<file path="config.mk">
export PLATFORM = sky130hd
export DESIGN_NAME = socket_power_clock_control
export DESIGN_NICKNAME = d
export VERILOG_FILES = /design/src/shared/sock_pkg.sv /design/src/socket_power_clock_control.sv
export SDC_FILE = /design/constraint.sdc
export NUM_CORES = 1
export LEC_CHECK = 0
export ABC_CLOCK_PERIOD_IN_PS = 5100
export BUFFER_PORTS_ARGS = -buffer_cell sky130_fd_sc_hd__buf_2
export CAP_MARGIN = 5
export CORE_MARGIN = 10
export CORE_UTILIZATION = 50
export DETAILED_ROUTE_END_ITERATION = 10
export PLACE_DENSITY = 0.84
export SYNTH_ARGS = -nofsm -noshare
export SYNTH_HDL_FRONTEND = slang
export SYNTH_SLANG_ARGS = --single-unit
</file>
<file path="constraint.sdc">
create_clock -name pclk -period 5.1 [get_ports pclk]
set_input_delay 0.765 -clock pclk [delete_from_list [all_inputs] [get_ports pclk]]
set_output_delay 0.765 -clock pclk [all_outputs]
set_load 0.005 [all_outputs]
</file>
<file path="src/shared/sock_pkg.sv">
// Package with register map, field layout and timing constants of the socket power and clock control
package sock_pkg;
    localparam logic [7:0]  CTRL_OFFSET     = 8'h10;
    localparam logic [7:0]  PM_OFFSET       = 8'h20;
    localparam logic [7:0]  IRQ_STAT_OFFSET = 8'h30;
    localparam logic [7:0]  IRQ_MASK_OFFSET = 8'h34;
    localparam logic [7:0]  RETEST_OFFSET   = 8'h38;
    localparam logic [31:0] CTRL_RESET      = 32'h00000000;
    localparam logic [31:0] PM_RESET        = 32'h00000000;
    localparam int STOP_POLICY_BIT  = 7;
    localparam int VCC_LSB          = 4;
    localparam int VPP_LSB          = 0;
    localparam int ACCESS_SEEN_BIT  = 25;
    localparam int RATE_CHANGED_BIT = 24;
    localparam int THROTTLE_EN_BIT  = 16;
    localparam int SLOW_SEL_BIT     = 0;
    localparam int RETEST_BIT       = 14;
    localparam int FORCE_LSB        = 10;
    localparam logic [3:0] SLOW_DIV_LAST = 4'hF;
    localparam int IRQ_W = 3;
    localparam logic [2:0] SUP_OFF  = 3'h0;
    localparam logic [2:0] SUP_12V  = 3'h1;
    localparam logic [2:0] SUP_5V   = 3'h2;
    localparam logic [2:0] SUP_3V3  = 3'h3;
    localparam logic [2:0] SUP_XV   = 3'h4;
    localparam logic [2:0] SUP_YV   = 3'h5;
    typedef enum logic [2:0] {
        CLK_RUN  = 3'b001,
        CLK_STOP = 3'b010,
        CLK_SLOW = 3'b100
    } clk_state_t;
endpackage

</file>
<file path="src/socket_power_clock_control.sv">
// Socket supply requests and card clock stop or slow control with APB access
//
// The APB register port is this design's own decision.
`timescale 1ns/1ps
module socket_power_clock_control
    import sock_pkg::*;
(
    input  wire logic        pclk,
    input  wire logic        presetn,
    input  wire logic        psel,
    input  wire logic        penable,
    input  wire logic        pwrite,
    input  wire logic [7:0]  paddr,
    input  wire logic [31:0] pwdata,
    output logic      [31:0] prdata,
    output logic             pready,
    output logic             pslverr,
    input  wire logic        socket_idle,
    input  wire logic        host_clkrun_stopping,
    input  wire logic        card_access,
    input  wire logic        cardbus_card,
    input  wire logic [3:0]  card_volt_class,
    output logic             sense_request,
    output logic [2:0]       vcc_applied,
    output logic [2:0]       vpp_applied,
    output logic             card_clk_en,
    output logic             irq
);
    logic [2:0]  vcc_req_reg;
    logic [2:0]  vpp_req_reg;
    logic        stop_policy_reg;
    logic        throttle_en_reg;
    logic        slow_sel_reg;
    logic        access_seen_reg;
    logic        ctrl_enabled_reg;
    logic [IRQ_W-1:0] irq_stat_reg;
    logic [IRQ_W-1:0] irq_mask_reg;
    logic [3:0]  class_s1_reg;
    logic [3:0]  class_s2_reg;
    logic [2:0]  sync1_reg;
    logic [2:0]  sync2_reg;
    logic [3:0]  div_reg;
    clk_state_t  clk_state_reg;
    clk_state_t  clk_state_next;

    logic wr_en;
    logic rd_en;
    logic idle_s;
    logic host_stop_s;
    logic access_s;
    logic may_throttle;
    logic slow_eff;
    logic vcc_ok;
    logic vpp_ok;
    logic rate_changed;
    logic [IRQ_W-1:0] irq_events;

    assign wr_en   = psel && penable && pwrite;
    assign rd_en   = psel && penable && !pwrite;
    assign pready  = 1'b1;
    assign pslverr = 1'b0;

    // Card-side status comes from outside the clock domain
    always_ff @(posedge pclk or negedge presetn) begin
        if (!presetn) begin
            sync1_reg    <= 3'h0;
            sync2_reg    <= 3'h0;
            class_s1_reg <= 4'h0;
            class_s2_reg <= 4'h0;
        end else begin
            sync1_reg    <= {card_access, host_clkrun_stopping, socket_idle};
            sync2_reg    <= sync1_reg;
            class_s1_reg <= card_volt_class;
            class_s2_reg <= class_s1_reg;
        end
    end
    assign idle_s      = sync2_reg[0];
    assign host_stop_s = sync2_reg[1];
    assign access_s    = sync2_reg[2];

    // Class bits: [0] 5 V, [1] 3.3 V, [2] X.X V, [3] Y.Y V
    always_comb begin
        case (vcc_req_reg)
            SUP_OFF: vcc_ok = 1'b1;
            SUP_5V:  vcc_ok = class_s2_reg[0] || !cardbus_card;
            SUP_3V3: vcc_ok = class_s2_reg[1];
            SUP_XV:  vcc_ok = class_s2_reg[2];
            SUP_YV:  vcc_ok = class_s2_reg[3];
            default: vcc_ok = 1'b0;
        endcase
        case (vpp_req_reg)
            SUP_OFF, SUP_12V, SUP_5V, SUP_3V3, SUP_XV, SUP_YV:
                vpp_ok = 1'b1;
            default: vpp_ok = 1'b0;
        endcase
    end

    // Control register fields
    always_ff @(posedge pclk or negedge presetn) begin
        if (!presetn) begin
            vcc_req_reg     <= CTRL_RESET[VCC_LSB+:3];
            vpp_req_reg     <= CTRL_RESET[VPP_LSB+:3];
            stop_policy_reg <= CTRL_RESET[STOP_POLICY_BIT];
        end else if (wr_en && paddr == CTRL_OFFSET && ctrl_enabled_reg) begin
            vcc_req_reg     <= pwdata[VCC_LSB+:3];
            vpp_req_reg     <= pwdata[VPP_LSB+:3];
            stop_policy_reg <= pwdata[STOP_POLICY_BIT];
        end
    end

    // Applied supplies only follow requests that are legal and suitable
    always_ff @(posedge pclk or negedge presetn) begin
        if (!presetn) begin
            vcc_applied <= SUP_OFF;
            vpp_applied <= SUP_OFF;
        end else if (vcc_ok && vpp_ok) begin
            vcc_applied <= vcc_req_reg;
            vpp_applied <= vpp_req_reg;
        end
    end

    // Retest re-enables control; forced class bits disable it
    always_ff @(posedge pclk or negedge presetn) begin
        if (!presetn) begin
            ctrl_enabled_reg <= 1'b1;
            sense_request    <= 1'b0;
        end else begin
            sense_request <= 1'b0;
            if (wr_en && paddr == RETEST_OFFSET) begin
                if (pwdata[RETEST_BIT]) begin
                    ctrl_enabled_reg <= 1'b1;
                    sense_request    <= 1'b1;
                end else if (|pwdata[FORCE_LSB+:4]) begin
                    ctrl_enabled_reg <= 1'b0;
                end
            end
        end
    end

    // Power management register
    always_ff @(posedge pclk or negedge presetn) begin
        if (!presetn) begin
            throttle_en_reg <= PM_RESET[THROTTLE_EN_BIT];
            slow_sel_reg    <= PM_RESET[SLOW_SEL_BIT];
        end else if (wr_en && paddr == PM_OFFSET) begin
            throttle_en_reg <= pwdata[THROTTLE_EN_BIT];
            slow_sel_reg    <= pwdata[SLOW_SEL_BIT];
        end
    end

    // Set wins over the read clear so no access is lost
    always_ff @(posedge pclk or negedge presetn) begin
        if (!presetn) begin
            access_seen_reg <= 1'b0;
        end else if (access_s) begin
            access_seen_reg <= 1'b1;
        end else if (rd_en && paddr == PM_OFFSET) begin
            access_seen_reg <= 1'b0;
        end
    end

    assign slow_eff = throttle_en_reg && slow_sel_reg;
    assign may_throttle = idle_s && (stop_policy_reg || host_stop_s);

    always_comb begin
        clk_state_next = clk_state_reg;
        case (clk_state_reg)
            CLK_RUN: begin
                if (may_throttle) begin
                    clk_state_next = slow_eff ? CLK_SLOW : CLK_STOP;
                end
            end
            CLK_STOP, CLK_SLOW: begin
                // Select changes take effect while the card stays idle
                if (!may_throttle) begin
                    clk_state_next = CLK_RUN;
                end else begin
                    clk_state_next = slow_eff ? CLK_SLOW : CLK_STOP;
                end
            end
            default: clk_state_next = CLK_RUN;
        endcase
    end

    always_ff @(posedge pclk or negedge presetn) begin
        if (!presetn) begin
            clk_state_reg <= CLK_RUN;
        end else begin
            clk_state_reg <= clk_state_next;
        end
    end

    // Divider gives one enable pulse in sixteen while slowed
    always_ff @(posedge pclk or negedge presetn) begin
        if (!presetn) begin
            div_reg <= 4'h0;
        end else if (clk_state_reg == CLK_SLOW) begin
            div_reg <= div_reg + 4'h1;
        end else begin
            div_reg <= 4'h0;
        end
    end

    always_ff @(posedge pclk or negedge presetn) begin
        if (!presetn) begin
            card_clk_en <= 1'b1;
        end else begin
            case (clk_state_next)
                CLK_STOP: card_clk_en <= 1'b0;
                CLK_SLOW: card_clk_en <= (div_reg == SLOW_DIV_LAST);
                default:  card_clk_en <= 1'b1;
            endcase
        end
    end

    assign rate_changed = (clk_state_reg != CLK_RUN);

    // Events: access seen, clock throttled, supply request refused
    assign irq_events = {!(vcc_ok && vpp_ok), rate_changed, access_s};
    always_ff @(posedge pclk or negedge presetn) begin
        if (!presetn) begin
            irq_stat_reg <= '0;
        end else if (wr_en && paddr == IRQ_STAT_OFFSET) begin
            irq_stat_reg <= (irq_stat_reg & ~pwdata[IRQ_W-1:0]) | irq_events;
        end else begin
            irq_stat_reg <= irq_stat_reg | irq_events;
        end
    end

    always_ff @(posedge pclk or negedge presetn) begin
        if (!presetn) begin
            irq_mask_reg <= '0;
        end else if (wr_en && paddr == IRQ_MASK_OFFSET) begin
            irq_mask_reg <= pwdata[IRQ_W-1:0];
        end
    end

    assign irq = |(irq_stat_reg & irq_mask_reg);

    // Read data; unmapped addresses read zero
    always_comb begin
        prdata = 32'h00000000;
        if (paddr == CTRL_OFFSET) begin
            prdata[STOP_POLICY_BIT]  = stop_policy_reg;
            prdata[VCC_LSB+:3]       = vcc_req_reg;
            prdata[VPP_LSB+:3]       = vpp_req_reg;
        end else if (paddr == PM_OFFSET) begin
            prdata[ACCESS_SEEN_BIT]  = access_seen_reg;
            prdata[RATE_CHANGED_BIT] = rate_changed;
            prdata[THROTTLE_EN_BIT]  = throttle_en_reg;
            prdata[SLOW_SEL_BIT]     = slow_sel_reg;
        end else if (paddr == IRQ_STAT_OFFSET) begin
            prdata[IRQ_W-1:0]        = irq_stat_reg;
        end else if (paddr == IRQ_MASK_OFFSET) begin
            prdata[IRQ_W-1:0]        = irq_mask_reg;
        end
    end
endmodule

</file>
Word level (Yosys, flattened, before mapping)
Cells that the tools add are included.

storage, ports and cells
  register bits = 46
  input bits = 53
  output and inout bits = 43
  word-level logic and storage cells = 98

cells by class
  add/sub/neg operators = 1
  equality and inequality tests = 21
  mux-type cells = 25
  bitwise logic cells = 5
  reduce and logical (&&, ||, !) cells = 27

operators by type and width
  cell                                            count
  == test 8 x 6 -> 1 bit (second input constant)  4
  2-to-1 mux 3 bit                                7
  == test 3 x 2 -> 1 bit (second input constant)  6
  == test 3 bit (second input constant)           6
  logical AND 1 bit                               13
  2-to-1 mux 1 bit                                10
  == test 8 x 5 -> 1 bit (second input constant)  1
  2-to-1 mux 4 bit                                2
  AND 3 bit                                       2
  == test 3 x 1 -> 1 bit (second input constant)  2
  logical NOT 3 bit                               2
  2-to-1 mux 2 bit                                3
  bitwise OR 3 bit                                2
  one-hot mux 3 bit (2 select lines)              1
  OR reduction 6 bit                              1
  one-hot mux 1 bit (5 select lines)              1
  adder 4 x 1 -> 4 bit (second input constant)    1
  == test 4 bit (second input constant)           1
  nonzero test 2 bit                              2
  OR reduction 4 bit                              1
  logical NOT 1 bit                               3
  != test 3 x 1 -> 1 bit (second input constant)  1
  inverter 3 bit                                  1
  OR reduction 3 bit                              1
  4 further kinds                                 5

Depth between registers and ports, before layout
Gate-level depths: netlist of the first run.

  word-level depth = 7
  depth in mapped cells = 6

Worst setup path before layout of the first run
Ideal clock, no wire load.

  path kind = input to output
  from = input paddr[2]
  to = output prdata[0]
  data arrival time = 1.989 ns
  setup slack = 2.346 ns
  stages on the path = 4
  path buffers = 1
  cell sequence = buf_6 -> or3_4 -> nor4b_4 -> mux2_2

on the way
  cells in the longest elaborated chain, start to end = 5
  elaborated cells between the ends (all ways) = 8
  those cells by class = eq/ne (4); mux (4)

ends and longest elaborated chain
  element                 line                               text
  start, declared         socket_power_clock_control.sv:13   input wire logic [7:0] paddr,
  == test 8 x 6 -> 1 bit  socket_power_clock_control.sv:254  end else if (paddr == IRQ_MASK_OFFSET) begin
  2-to-1 mux 3 bit        socket_power_clock_control.sv:254
  2-to-1 mux 3 bit        socket_power_clock_control.sv:252  end else if (paddr == IRQ_STAT_OFFSET) begin
  2-to-1 mux 1 bit        socket_power_clock_control.sv:247  end else if (paddr == PM_OFFSET) begin
  2-to-1 mux 3 bit (*)    socket_power_clock_control.sv:243  if (paddr == CTRL_OFFSET) begin
  end, declared           socket_power_clock_control.sv:15   output logic [31:0] prdata,

Every way passes the cells marked *; elsewhere a longest branch is shown, timed or not.

Worst setup path after layout of the first run
Ends and elaborated chain as after synthesis.

==> results.md, run 1 <==
* Total of max-cap violations at 0
* Setup repair bufs after CTS at 0
* Top flip-flop cell by instance count after synthesis: dfrtp_1
* Clock slew at reported path FFs at 0.08 ns
* Worst Hold End: sync2_reg[2]
* Kind of start point of the critical path: primary input
* Combined area of all synthesized cells at 2160 µm²
* Final count of hold timing violations at 0
* Ant. Diodes at 0
* GRT Residual Overflow at 0
* Port bufs at 52
* Length in cells of the worst reg-to-reg path at 4
* Critical Path RT at 4.34 ns
* Clock Skews at 0.0108 ns
* Max-slew violation total from the final report at 0
* Top Ports at 96
* Total global routing track utilization at 0.124
* Slowest CP cell: or3_4
* Max_slew headroom at 0.350
* Sequential cell area fraction in the yosys report at 0.536
* Category of the worst setup path capture point: output port
* Wire length of the first global-routing pass at 7340 µm
* Result of the run: complete, no violations
* Most frequent standard cell in the layout excluding fill and tap cells: buf_2
* Leakage at 0.00129 µW
* Die height at 85.7 µm
* TritonCTS buffer count at 5
* Count of antenna-violating nets left after detailed routing at 0
* Async set-or-reset flop fraction in the synthesized netlist at 1.00
* Wire length per cell at 15.8 µm
* R2R Path End: vcc_applied[2]
* Number of global-route vias before repair at 1467
* Proportion of netlist area held by the largest area contributor at 0.499
* Area Growth Syn to Fin at 13.6%
* R2r startpoint: vcc_req_reg[1]
* Data arrival time of the critical path at 2.34 ns
* Count of standard-cell rows at 23
* Top cells by area in the synthesized netlist: dfrtp_1 (50%), buf_4 (8.7%), mux2_2 (7.3%)
* CTS tree: built
* Post-route setup TNS at 0 ns
* Net count reported at finish at 284
* Pwr dens at 258 nW/µm²
* Pin count of the biggest net entering global routing at 47
* Number of search-and-repair iterations in the first detailed-routing pass at 4
* Number of flip-flops and latches in the synthesized netlist at 46
* Effective utilization at floorplan at 0.528
* Hold WC Path Type: reg2reg
* Cell depth of the worst hold path at 0
* Fmax achieved at 322 MHz
* Area of the placeable core at 4090 µm²
* Ys Warns at 0
* Setup repair after global routing missed its margin: false
* Worst path most repeated cell: buf_2
* Final wirelength at 4440 µm
* Crit path time final at 3.10 ns
* Transition at the pin with the smallest max-transition slack at 0.974 ns
* Clock root buffer master: clkbuf_8
* DP Wirelength at 3580 µm
* Routability congestion estimate at 0.799
* Hold buffer count at CTS at 0
* Cell chain of the critical path: buf_2, or3_4, nor4b_4, mux2_2, buf_2
* Number of setup violations in the final report at 0
* Portion of the clock cycle consumed by the worst path in the final layout at 0.608
* Finished Layout Cells at 281
* DR iter-0 viols at 84
* Clock Sink Count at 46
* Count of unresolved DRC violations after routing at 0
* Count of mapped cells out of synthesis at 175
* Most used cells in the layout excluding fill and tap cells: buf_2 (52), dfrtp_1 (43), conb_1 (24)
* Die boundary width at 85.7 µm
* Max Root-Sink Buffers at 2
* Average size of a mapped cell at 12.3 µm²
* Clk_lat worst skew at 0.30 ns
* Critical path type: in2out
* Flop2flop setup slack at 3.50 ns
* Number of placed instances with taps included at 273
* Fraction of final layout cells with drive strength greater than 1 at 0.385
* H-tree levels at 2
* Number of vias per cell at 5.02
* Count of cells resized by post-cts repair at 0
* Initial antenna violation count at 0
* Die Footprint at 7340 µm²
* Number of enable-type register cells in the synthesized netlist at 0
* Largest fanout on the critical path at 7
* Number of vias after detailed routing at 1410
* Startpoint of the tightest hold check path: sync1_reg[2]
* Cell variety after synth at 47
* Max stage delay on crit path at 0.44 ns
* Worst vdd ir at 0.163 mV
* Most area-hungry cell type in the Yosys netlist: dfrtp_1
## routing by layer
metal	GRT usage	up-vias	part of all wire	wire length (µm)
li1	-	674	-	-
met1	0.139	690	0.38	1700
met2	0.210	41	0.52	2330
met3	0.0520	5	0.082	366
met4	0.0359	0	0.011	48
met5	0	-	0	0
## report_power, final
group | internal (µW) | switching (µW) | total [µW]
Clock | 96.7 | 116 | 213
Sequential | 373 | 3.40 | 377
Combinational | 15.8 | 25.5 | 41.3
## critical path: cells and delay by family
| kind | cells | cell delay [ns] |
|---|---|---|
| simple gates | 2 | 0.88 |
| mux | 1 | 0.39 |
| buf+inv | 2 | 0.30 |
## cells in the mapped netlist (3+ instances only)
| cell | count |
|---|---|
| o21ai_0 | 4 |
| inv_1 | 5 |
| nand2_1 | 9 |
| mux2i_1 | 3 |
| dfstp_2 | 3 |
| nand3_1 | 4 |
| mux2_2 | 14 |
| dfrtp_1 | 43 |
| a21o_1 | 5 |
| a21oi_1 | 3 |
| buf_4 | 25 |
| and2_1 | 5 |
| nor2_1 | 6 |
## cell families after synthesis
logic type,synth area share
AO/OA/AOI/OAI,0.0894
XOR/XNOR,0.0122
adder cells (fa/ha/maj),0.00580
buffers and inverters,0.101
flip-flops,0.536
multiplexers,0.0975
other,0.00348
AND/OR/NAND/NOR,0.155
## final cells by class
type	count	area, µm²
repair buffers	52	260
inverters	5	18.8
clock buffers	6	72.6
fillers	341	1640
multi-input cells	120	866
clock inverters	2	13.8
flip-flops and latches	46	1150
well taps	50	62.6
## how the worst max path moves through the flow
stage                     slack, ns   endpoint      from
after detailed placement       1.95  prdata[0]  paddr[2]
after global placement         1.97  prdata[0]  paddr[2]
after global routing           1.91  prdata[0]  paddr[2]
final                          2.00  prdata[0]  paddr[2]
after floorplan                2.35  prdata[0]  paddr[2]
after CTS                      1.95  prdata[0]  paddr[2]
## through the flow
stage	cell area (µm²)	utilization	worst slack, ns	hold WS, ns	power [µW]
after floorplan	2240	-	2.35	0.331	413
after global placement	2360	0.578	1.97	0.332	423
after detailed placement	2360	0.578	1.95	0.335	425
after CTS	2450	0.599	1.95	0.351	638
after global routing	2450	0.599	1.91	0.364	665
final	2450	0.599	2.00	0.349	631
No activity file was read; power rests on OpenSTA's default activity.
==> inputs of run 2 (changes only) <==
--- a/config.mk
+++ b/config.mk
@@ -5,13 +5,13 @@
 export SDC_FILE = /design/constraint.sdc
 export NUM_CORES = 1
 export LEC_CHECK = 0
-export ABC_CLOCK_PERIOD_IN_PS = 5100
+export ABC_CLOCK_PERIOD_IN_PS = 2600
 export BUFFER_PORTS_ARGS = -buffer_cell sky130_fd_sc_hd__buf_2
 export CAP_MARGIN = 5
 export CORE_MARGIN = 10
-export CORE_UTILIZATION = 50
+export CORE_UTILIZATION = 42
 export DETAILED_ROUTE_END_ITERATION = 10
-export PLACE_DENSITY = 0.84
+export PLACE_DENSITY = 0.75
 export SYNTH_ARGS = -nofsm -noshare
 export SYNTH_HDL_FRONTEND = slang
 export SYNTH_SLANG_ARGS = --single-unit
==> constraint.sdc (replaced) <==
create_clock -name pclk -period 2.6 [get_ports pclk]
set_input_delay 0.39 -clock pclk [delete_from_list [all_inputs] [get_ports pclk]]
set_output_delay 0.39 -clock pclk [all_outputs]
set_load 0.005 [all_outputs]
==> results.md, run 2 (same netlist as run 1, synthesis figures left out) <==
* Clock Skews at 0.00413 ns (-0.00668 ns)
* Clk_lat worst skew at 0.29 ns (about the same)
* Number of search-and-repair iterations in the first detailed-routing pass at 4 (unchanged)
* Transition at the pin with the smallest max-transition slack at 0.980 ns (+0.00537 ns)
* Setup repair after global routing missed its margin: false
* Share of power burned in the clock network at 0.346 (+0.009)
* Post-route setup TNS at 0 ns (unchanged)
* Max stage delay on crit path at 0.45 ns (about the same)
* Max-slew violation total from the final report at 0 (unchanged)
* Number of vias after detailed routing at 1421 (+0.78%)
* Final count of hold timing violations at 0 (unchanged)
* Die height at 91.6 µm (+7.0%)
* Fraction of final layout cells with drive strength greater than 1 at 0.388 (+0.00265)
* Critical path type: in2out
* Number of placed instances with taps included at 294 (+7.7%)
* Setup repair bufs after CTS at 0 (unchanged)
* Routability congestion estimate at 0.744 (-6.9%)
* Most used cells in the layout excluding fill and tap cells: buf_2 (52), dfrtp_1 (43), conb_1 (24)
* Max_slew headroom at 0.347 (-0.00358)
* DR iter-0 viols at 57 (-32%)
* CTS tree: built
* Placement-stage cell area at 2390 µm² (+1.4%)
* Hold WC Path Type: in2reg
* Final std cell area, no fill at 2490 µm² (+1.5%)
* Logic gate share of total power at 0.064 (about the same)
* Count of antenna-violating nets left after detailed routing at 0 (unchanged)
* Wire length per cell at 14.3 µm (-9.8%)
* Final wirelength at 4310 µm (-3.1%)
* Kind of start point of the critical path: primary input
* Largest fanout on the critical path at 6 (-1)
* Initial antenna violation count at 0 (unchanged)
* Seq pwr share at 0.590 (-0.007)
* Most frequent standard cell in the layout excluding fill and tap cells: buf_2
* Critical Path RT at 2.21 ns (-2.13 ns)
* Max Root-Sink Buffers at 2 (unchanged)
* Number of vias per cell at 4.71 (-6.2%)
* Ant. Diodes at 0 (unchanged)
* DP Wirelength at 3430 µm (-4.2%)
* Worst vdd ir at 0.390 mV (+140%)
* Finished Layout Cells at 302 (+7.5%)
* Final Util at 0.493 (-0.106)
* Net count reported at finish at 285 (+0.35%)
* Number of global-route vias before repair at 1494 (+1.8%)
* Count of unresolved DRC violations after routing at 0 (unchanged)
* Portion of the clock cycle consumed by the worst path in the final layout at 0.847
* Switching Power at 275 µW (+90%)
* Worst path most repeated cell: buf_2
* Internal at 978 µW (+100%)
* Port bufs at 52 (unchanged)
* GRT Residual Overflow at 0 (unchanged)
* Top Ports at 96 (unchanged)
* Crit path time final at 2.20 ns
* Die boundary width at 91.6 µm (+7.0%)
* Wire length of the first global-routing pass at 7130 µm (-2.9%)
* Clock slew at reported path FFs at 0.08 ns (about the same)
* Area of the placeable core at 5040 µm² (+23%)
* Hold buffer count at CTS at 0 (unchanged)
* Pwr dens at 504 nW/µm² (+96%)
* Number of setup violations in the final report at 0 (unchanged)
* Count of cells resized by post-cts repair at 0 (unchanged)
* Proportion of total power due to net switching at 0.220 (-0.0103)
* Clock Sink Count at 46 (unchanged)
* Result of the run: complete, no violations
* Die Footprint at 8400 µm² (+14%)
* Cell chain of the critical path: buf_2, or3_4, nor4_4, o2bb2ai_1, mux2_2, buf_2
* Area Growth Syn to Fin at 15.3%
* Fmax achieved at 454 MHz
* TritonCTS buffer count at 5 (unchanged)
* Leakage at 0.00130 µW (+0.66%)
* Clock root buffer master: clkbuf_8
* Slowest CP cell: nor4_4
* Category of the worst setup path capture point: output port
* Effective utilization at floorplan at 0.428 (-0.100)
* Count of standard-cell rows at 26 (+13%)
* Total of max-cap violations at 0 (unchanged)
* Total global routing track utilization at 0.104 (-0.0200)
* Pin count of the biggest net entering global routing at 47 (unchanged)
* H-tree levels at 2 (unchanged)
* Data arrival time of the critical path at 1.81 ns (-0.53 ns)
==> run 2: cell count changes in the layout (fill, tap and decap cells not counted) <==
cell | previous run | this run
buf_4 | 0 | 1
clkbuf_8 | 5 | 6
clkinv_4 | 1 | 0
==> run 2: critical path, delay by kind of cell <==
| kind | cells | cell delay, ns |
|---|---|---|
| buffers and inverters | 2 | 0.21 |
| multiplexers | 1 | 0.16 |
| AO/OA/AOI/OAI | 1 | 0.16 |
| AND/OR/NAND/NOR | 2 | 0.89 |
==> run 2: layout make-up <==
cell class / count / area, µm²
fill: 481 / 2560
sequential: 46 / 1150
multi-input combinational: 120 / 866
timing repair buffer: 53 / 268
tap: 70 / 87.6
clock buffer: 7 / 86.3
inverter: 5 / 18.8
clock inverter: 1 / 5.00
==> run 2: metal layers <==
metal  up-vias  GRT usage  wire, µm
met4         0     0.0431        63
met5         -          0         0
li1        679          -         -
met3         7     0.0497       410
met2        41      0.163      2050
met1       694      0.120      1790
==> run 2: path summary, 6_finish.rpt <==
kind	endpoint	start	slack, ns	cells after the start
setup / recovery	prdata[0]	paddr[1]	0.40	6
hold / removal	sync1_reg[2]	card_access	0.19	1
setup reg to reg	vcc_applied[2]	vcc_req_reg[1]	1.00	4
hold reg to reg	class_s2_reg[2]	class_s1_reg[2]	0.35	0
max in group asynchronous	vpp_applied[1]	presetn	1.75	1
min in group asynchronous	class_s1_reg[1]	presetn	0.25	1
==> run 2: power by group through the flow <==
stage | Sequential, µW | Combinational (µW) | Clock, µW
6_report | 739 | 80.5 | 434
4_1_cts | 739 | 80.6 | 458
3_3_place_gp | 753 | 78.5 | 0
3_5_place_dp | 753 | 80.1 | 0
5_1_grt | 741 | 92.3 | 489
2_1_floorplan | 752 | 59.1 | 0
==> run 2: per-stage QoR <==
step	total power [µW]	hold slack [ns]	setup slack (ns)
after floorplan	811	0.0944	0.596
after global placement	831	0.332	0.410
after detailed placement	834	0.335	0.407
after CTS	1280	0.179	0.401
after global routing	1320	0.168	0.343
final	1250	0.193	0.399
==> inputs of run 3 (changes only) <==
--- a/config.mk
+++ b/config.mk
@@ -5,13 +5,13 @@
 export SDC_FILE = /design/constraint.sdc
 export NUM_CORES = 1
 export LEC_CHECK = 0
-export ABC_CLOCK_PERIOD_IN_PS = 2600
+export ABC_CLOCK_PERIOD_IN_PS = 2100
 export BUFFER_PORTS_ARGS = -buffer_cell sky130_fd_sc_hd__buf_2
 export CAP_MARGIN = 5
 export CORE_MARGIN = 10
-export CORE_UTILIZATION = 42
+export CORE_UTILIZATION = 47
 export DETAILED_ROUTE_END_ITERATION = 10
-export PLACE_DENSITY = 0.75
+export PLACE_DENSITY = 0.8
 export SYNTH_ARGS = -nofsm -noshare
 export SYNTH_HDL_FRONTEND = slang
 export SYNTH_SLANG_ARGS = --single-unit
==> constraint.sdc (replaced) <==
create_clock -name pclk -period 2.1 [get_ports pclk]
set_input_delay 0.315 -clock pclk [delete_from_list [all_inputs] [get_ports pclk]]
set_output_delay 0.315 -clock pclk [all_outputs]
set_load 0.005 [all_outputs]
==> results.md, run 3 (same netlist as run 1, synthesis figures left out) <==
* Pin count of the biggest net entering global routing at 28 (-40%)
* Worst vdd ir at 0.516 mV (+32%)
* Startpoint of the tightest hold check path: card_access
* Data arrival time of the critical path at 1.69 ns (-0.12 ns)
* Area Growth Syn to Fin at 16.9%
* Die boundary width at 87.7 µm (-4.3%)
* Wire length of the first global-routing pass at 7270 µm (+1.9%)
* Kind of start point of the critical path: primary input
* Clock Skews at 0.00703 ns (+0.00290 ns)
* Met2 WL post-DR at 2250 µm (+10%)
* Top Ports at 96 (unchanged)
* TritonCTS buffer count at 5 (unchanged)
* DP Wirelength at 3610 µm (+5.4%)
* Fmax achieved at 498 MHz
* Post-route setup TNS at 0 ns (unchanged)
* Worst Hold End: sync1_reg[2]
* Cell chain of the critical path: buf_2, or3_4, nor4b_4, mux2_2, buf_2
* Finished Layout Cells at 289 (-4.3%)
* Max-slew violation total from the final report at 0 (unchanged)
* Seq pwr share at 0.583 (-0.007)
* Effective utilization at floorplan at 0.492 (+0.0642)
* Leakage at 0.00133 µW (+2.3%)
* Category of the worst setup path capture point: output port
* Critical path type: in2out
* Fillcell total at 385 (-20%)
* Worst path most repeated cell: buf_2
* Final Util at 0.575 (+0.0817)
* Count of standard-cell rows at 24 (-7.7%)
* Proportion of total power due to net switching at 0.224 (+0.00441)
* Logic gate share of total power at 0.069 (+0.005)
* Routability congestion estimate at 0.759 (+2.0%)
* Pwr dens at 623 nW/µm² (+23%)
* Count of antenna-violating nets left after detailed routing at 0 (unchanged)
* Crit path time final at 2.01 ns
* Hold WC Path Type: in2reg
* Clock root buffer master: clkbuf_8
* DR iter-0 viols at 52 (-8.8%)
* Power Total at 1570 µW (+25%)
* Most used cells in the layout excluding fill and tap cells: buf_2 (52), dfrtp_1 (43), conb_1 (24)
* Area of the placeable core at 4380 µm² (-13%)
* Largest fanout on the critical path at 5 (-1)
* Clock slew at reported path FFs at 0.08 ns (about the same)
* Die Footprint at 7700 µm² (-8.4%)
* Number of search-and-repair iterations in the first detailed-routing pass at 4 (unchanged)
* Met1 Wirelength at 1810 µm (+1.2%)
* Share of power burned in the clock network at 0.348 (+0.002)
* Number of placed instances with taps included at 280 (-4.8%)
* Slowest CP cell: or3_4
* Critical Path RT at 1.78 ns (-0.43 ns)
* Cell depth of the worst hold path at 1 (unchanged)
* Port bufs at 52 (unchanged)
* Number of global-route vias before repair at 1564 (+4.7%)
* Combined area of the multi-input logic cells at 866 µm² (unchanged)
* Internal at 1220 µW (+24%)
* Wire length per cell at 15.5 µm (+8.9%)
* Most frequent standard cell in the layout excluding fill and tap cells: buf_2
* CTS tree: built
* Final count of hold timing violations at 0 (unchanged)
* R2R Path End: vcc_applied[2]
* DR top layer: met4
* Clk_lat worst skew at 0.30 ns (about the same)
* Length in cells of the worst reg-to-reg path at 4 (unchanged)
* H-tree levels at 2 (unchanged)
* Final wirelength at 4490 µm (+4.2%)
* FF/Latch Area at 1150 µm² (unchanged)
* Max stage delay on crit path at 0.44 ns (about the same)
* Number of vias after detailed routing at 1439 (+1.3%)
* Final std cell area, no fill at 2520 µm² (+1.4%)
* Net count reported at finish at 290 (+1.8%)
* Count of unresolved DRC violations after routing at 0 (unchanged)
* Total of max-cap violations at 0 (unchanged)
* Number of setup violations in the final report at 0 (unchanged)
* Wire length on met3 at 384 µm (-6.3%)
* Flop2flop setup slack at 0.49 ns (-0.51 ns)
* Setup repair after global routing missed its margin: false
* Fraction of final layout cells with drive strength greater than 1 at 0.397 (+0.00869)
* Number of vias per cell at 4.98 (+5.8%)
* Clock Sink Count at 46 (unchanged)
* Placement-stage cell area at 2410 µm² (+0.84%)
* Ant. Diodes at 0 (unchanged)
* R2r startpoint: vcc_req_reg[1]
* Initial antenna violation count at 0 (unchanged)
* Switching Power at 352 µW (+28%)
* GRT Residual Overflow at 0 (unchanged)
* Max Root-Sink Buffers at 2 (unchanged)
* Total global routing track utilization at 0.119 (+0.0146)
* Setup repair bufs after CTS at 0 (unchanged)
* Result of the run: complete, no violations
* Die height at 87.7 µm (-4.3%)
* Portion of the clock cycle consumed by the worst path in the final layout at 0.956
-- run 3: stage by stage --
stage                     hold slack (ns)  worst slack (ns)
after floorplan                    0.0194             0.246
after CTS                           0.111             0.102
after detailed placement            0.306             0.111
after global placement              0.302             0.112
final                               0.119            0.0921
after global routing                0.108           0.00430
-- run 3: power by group through the flow --
stage	Combinational, µW	Clock, µW	Sequential (µW)
CTS	108	557	916
global placement	103	0	932
floorplan	73.1	0	931
global route	123	600	918
finish	108	546	915
detailed placement	106	0	933
-- run 3: critical path: cells and delay by family --
kind / cells / cell delay, ns
buffers and inverters: 2 / 0.23
multiplexers: 1 / 0.38
AND/OR/NAND/NOR: 2 / 0.77
-- run 3: worst max-delay path by stage --
stage,startpoint,to,slack [ns],cells past startpoint
6_report,paddr[1],prdata[0],0.09,5
5_1_grt,paddr[1],prdata[2],0.004,7
4_1_cts,paddr[1],prdata[2],0.10,7
3_5_place_dp,paddr[1],prdata[2],0.11,7
3_3_place_gp,paddr[1],prdata[0],0.11,5
2_1_floorplan,paddr[2],prdata[0],0.25,4
-- run 3: area by class of cell --
type | instances | area share
Clock buffer | 7 | 0.0343
Clock inverter | 1 | 0.00199
Inverter | 5 | 0.00745
Multi-Input combinational cell | 120 | 0.344
Sequential cell | 46 | 0.458
Tap cell | 52 | 0.0258
Timing Repair Buffer | 58 | 0.129
-- run 3: metal layers --
| metal | GRT usage | vias up |
|---|---|---|
| met5 | 0 | - |
| met4 | 0.0348 | 0 |
| met3 | 0.0474 | 5 |
| met2 | 0.197 | 52 |
| met1 | 0.138 | 693 |
| li1 | - | 689 |
-- run 3: timing repair --
item                                   4_1_cts  5_1_grt
hold buffers                                 1        0
endpoints found under the hold margin       19        0
resized for setup                            0        1
setup endpoints to repair                    0        1
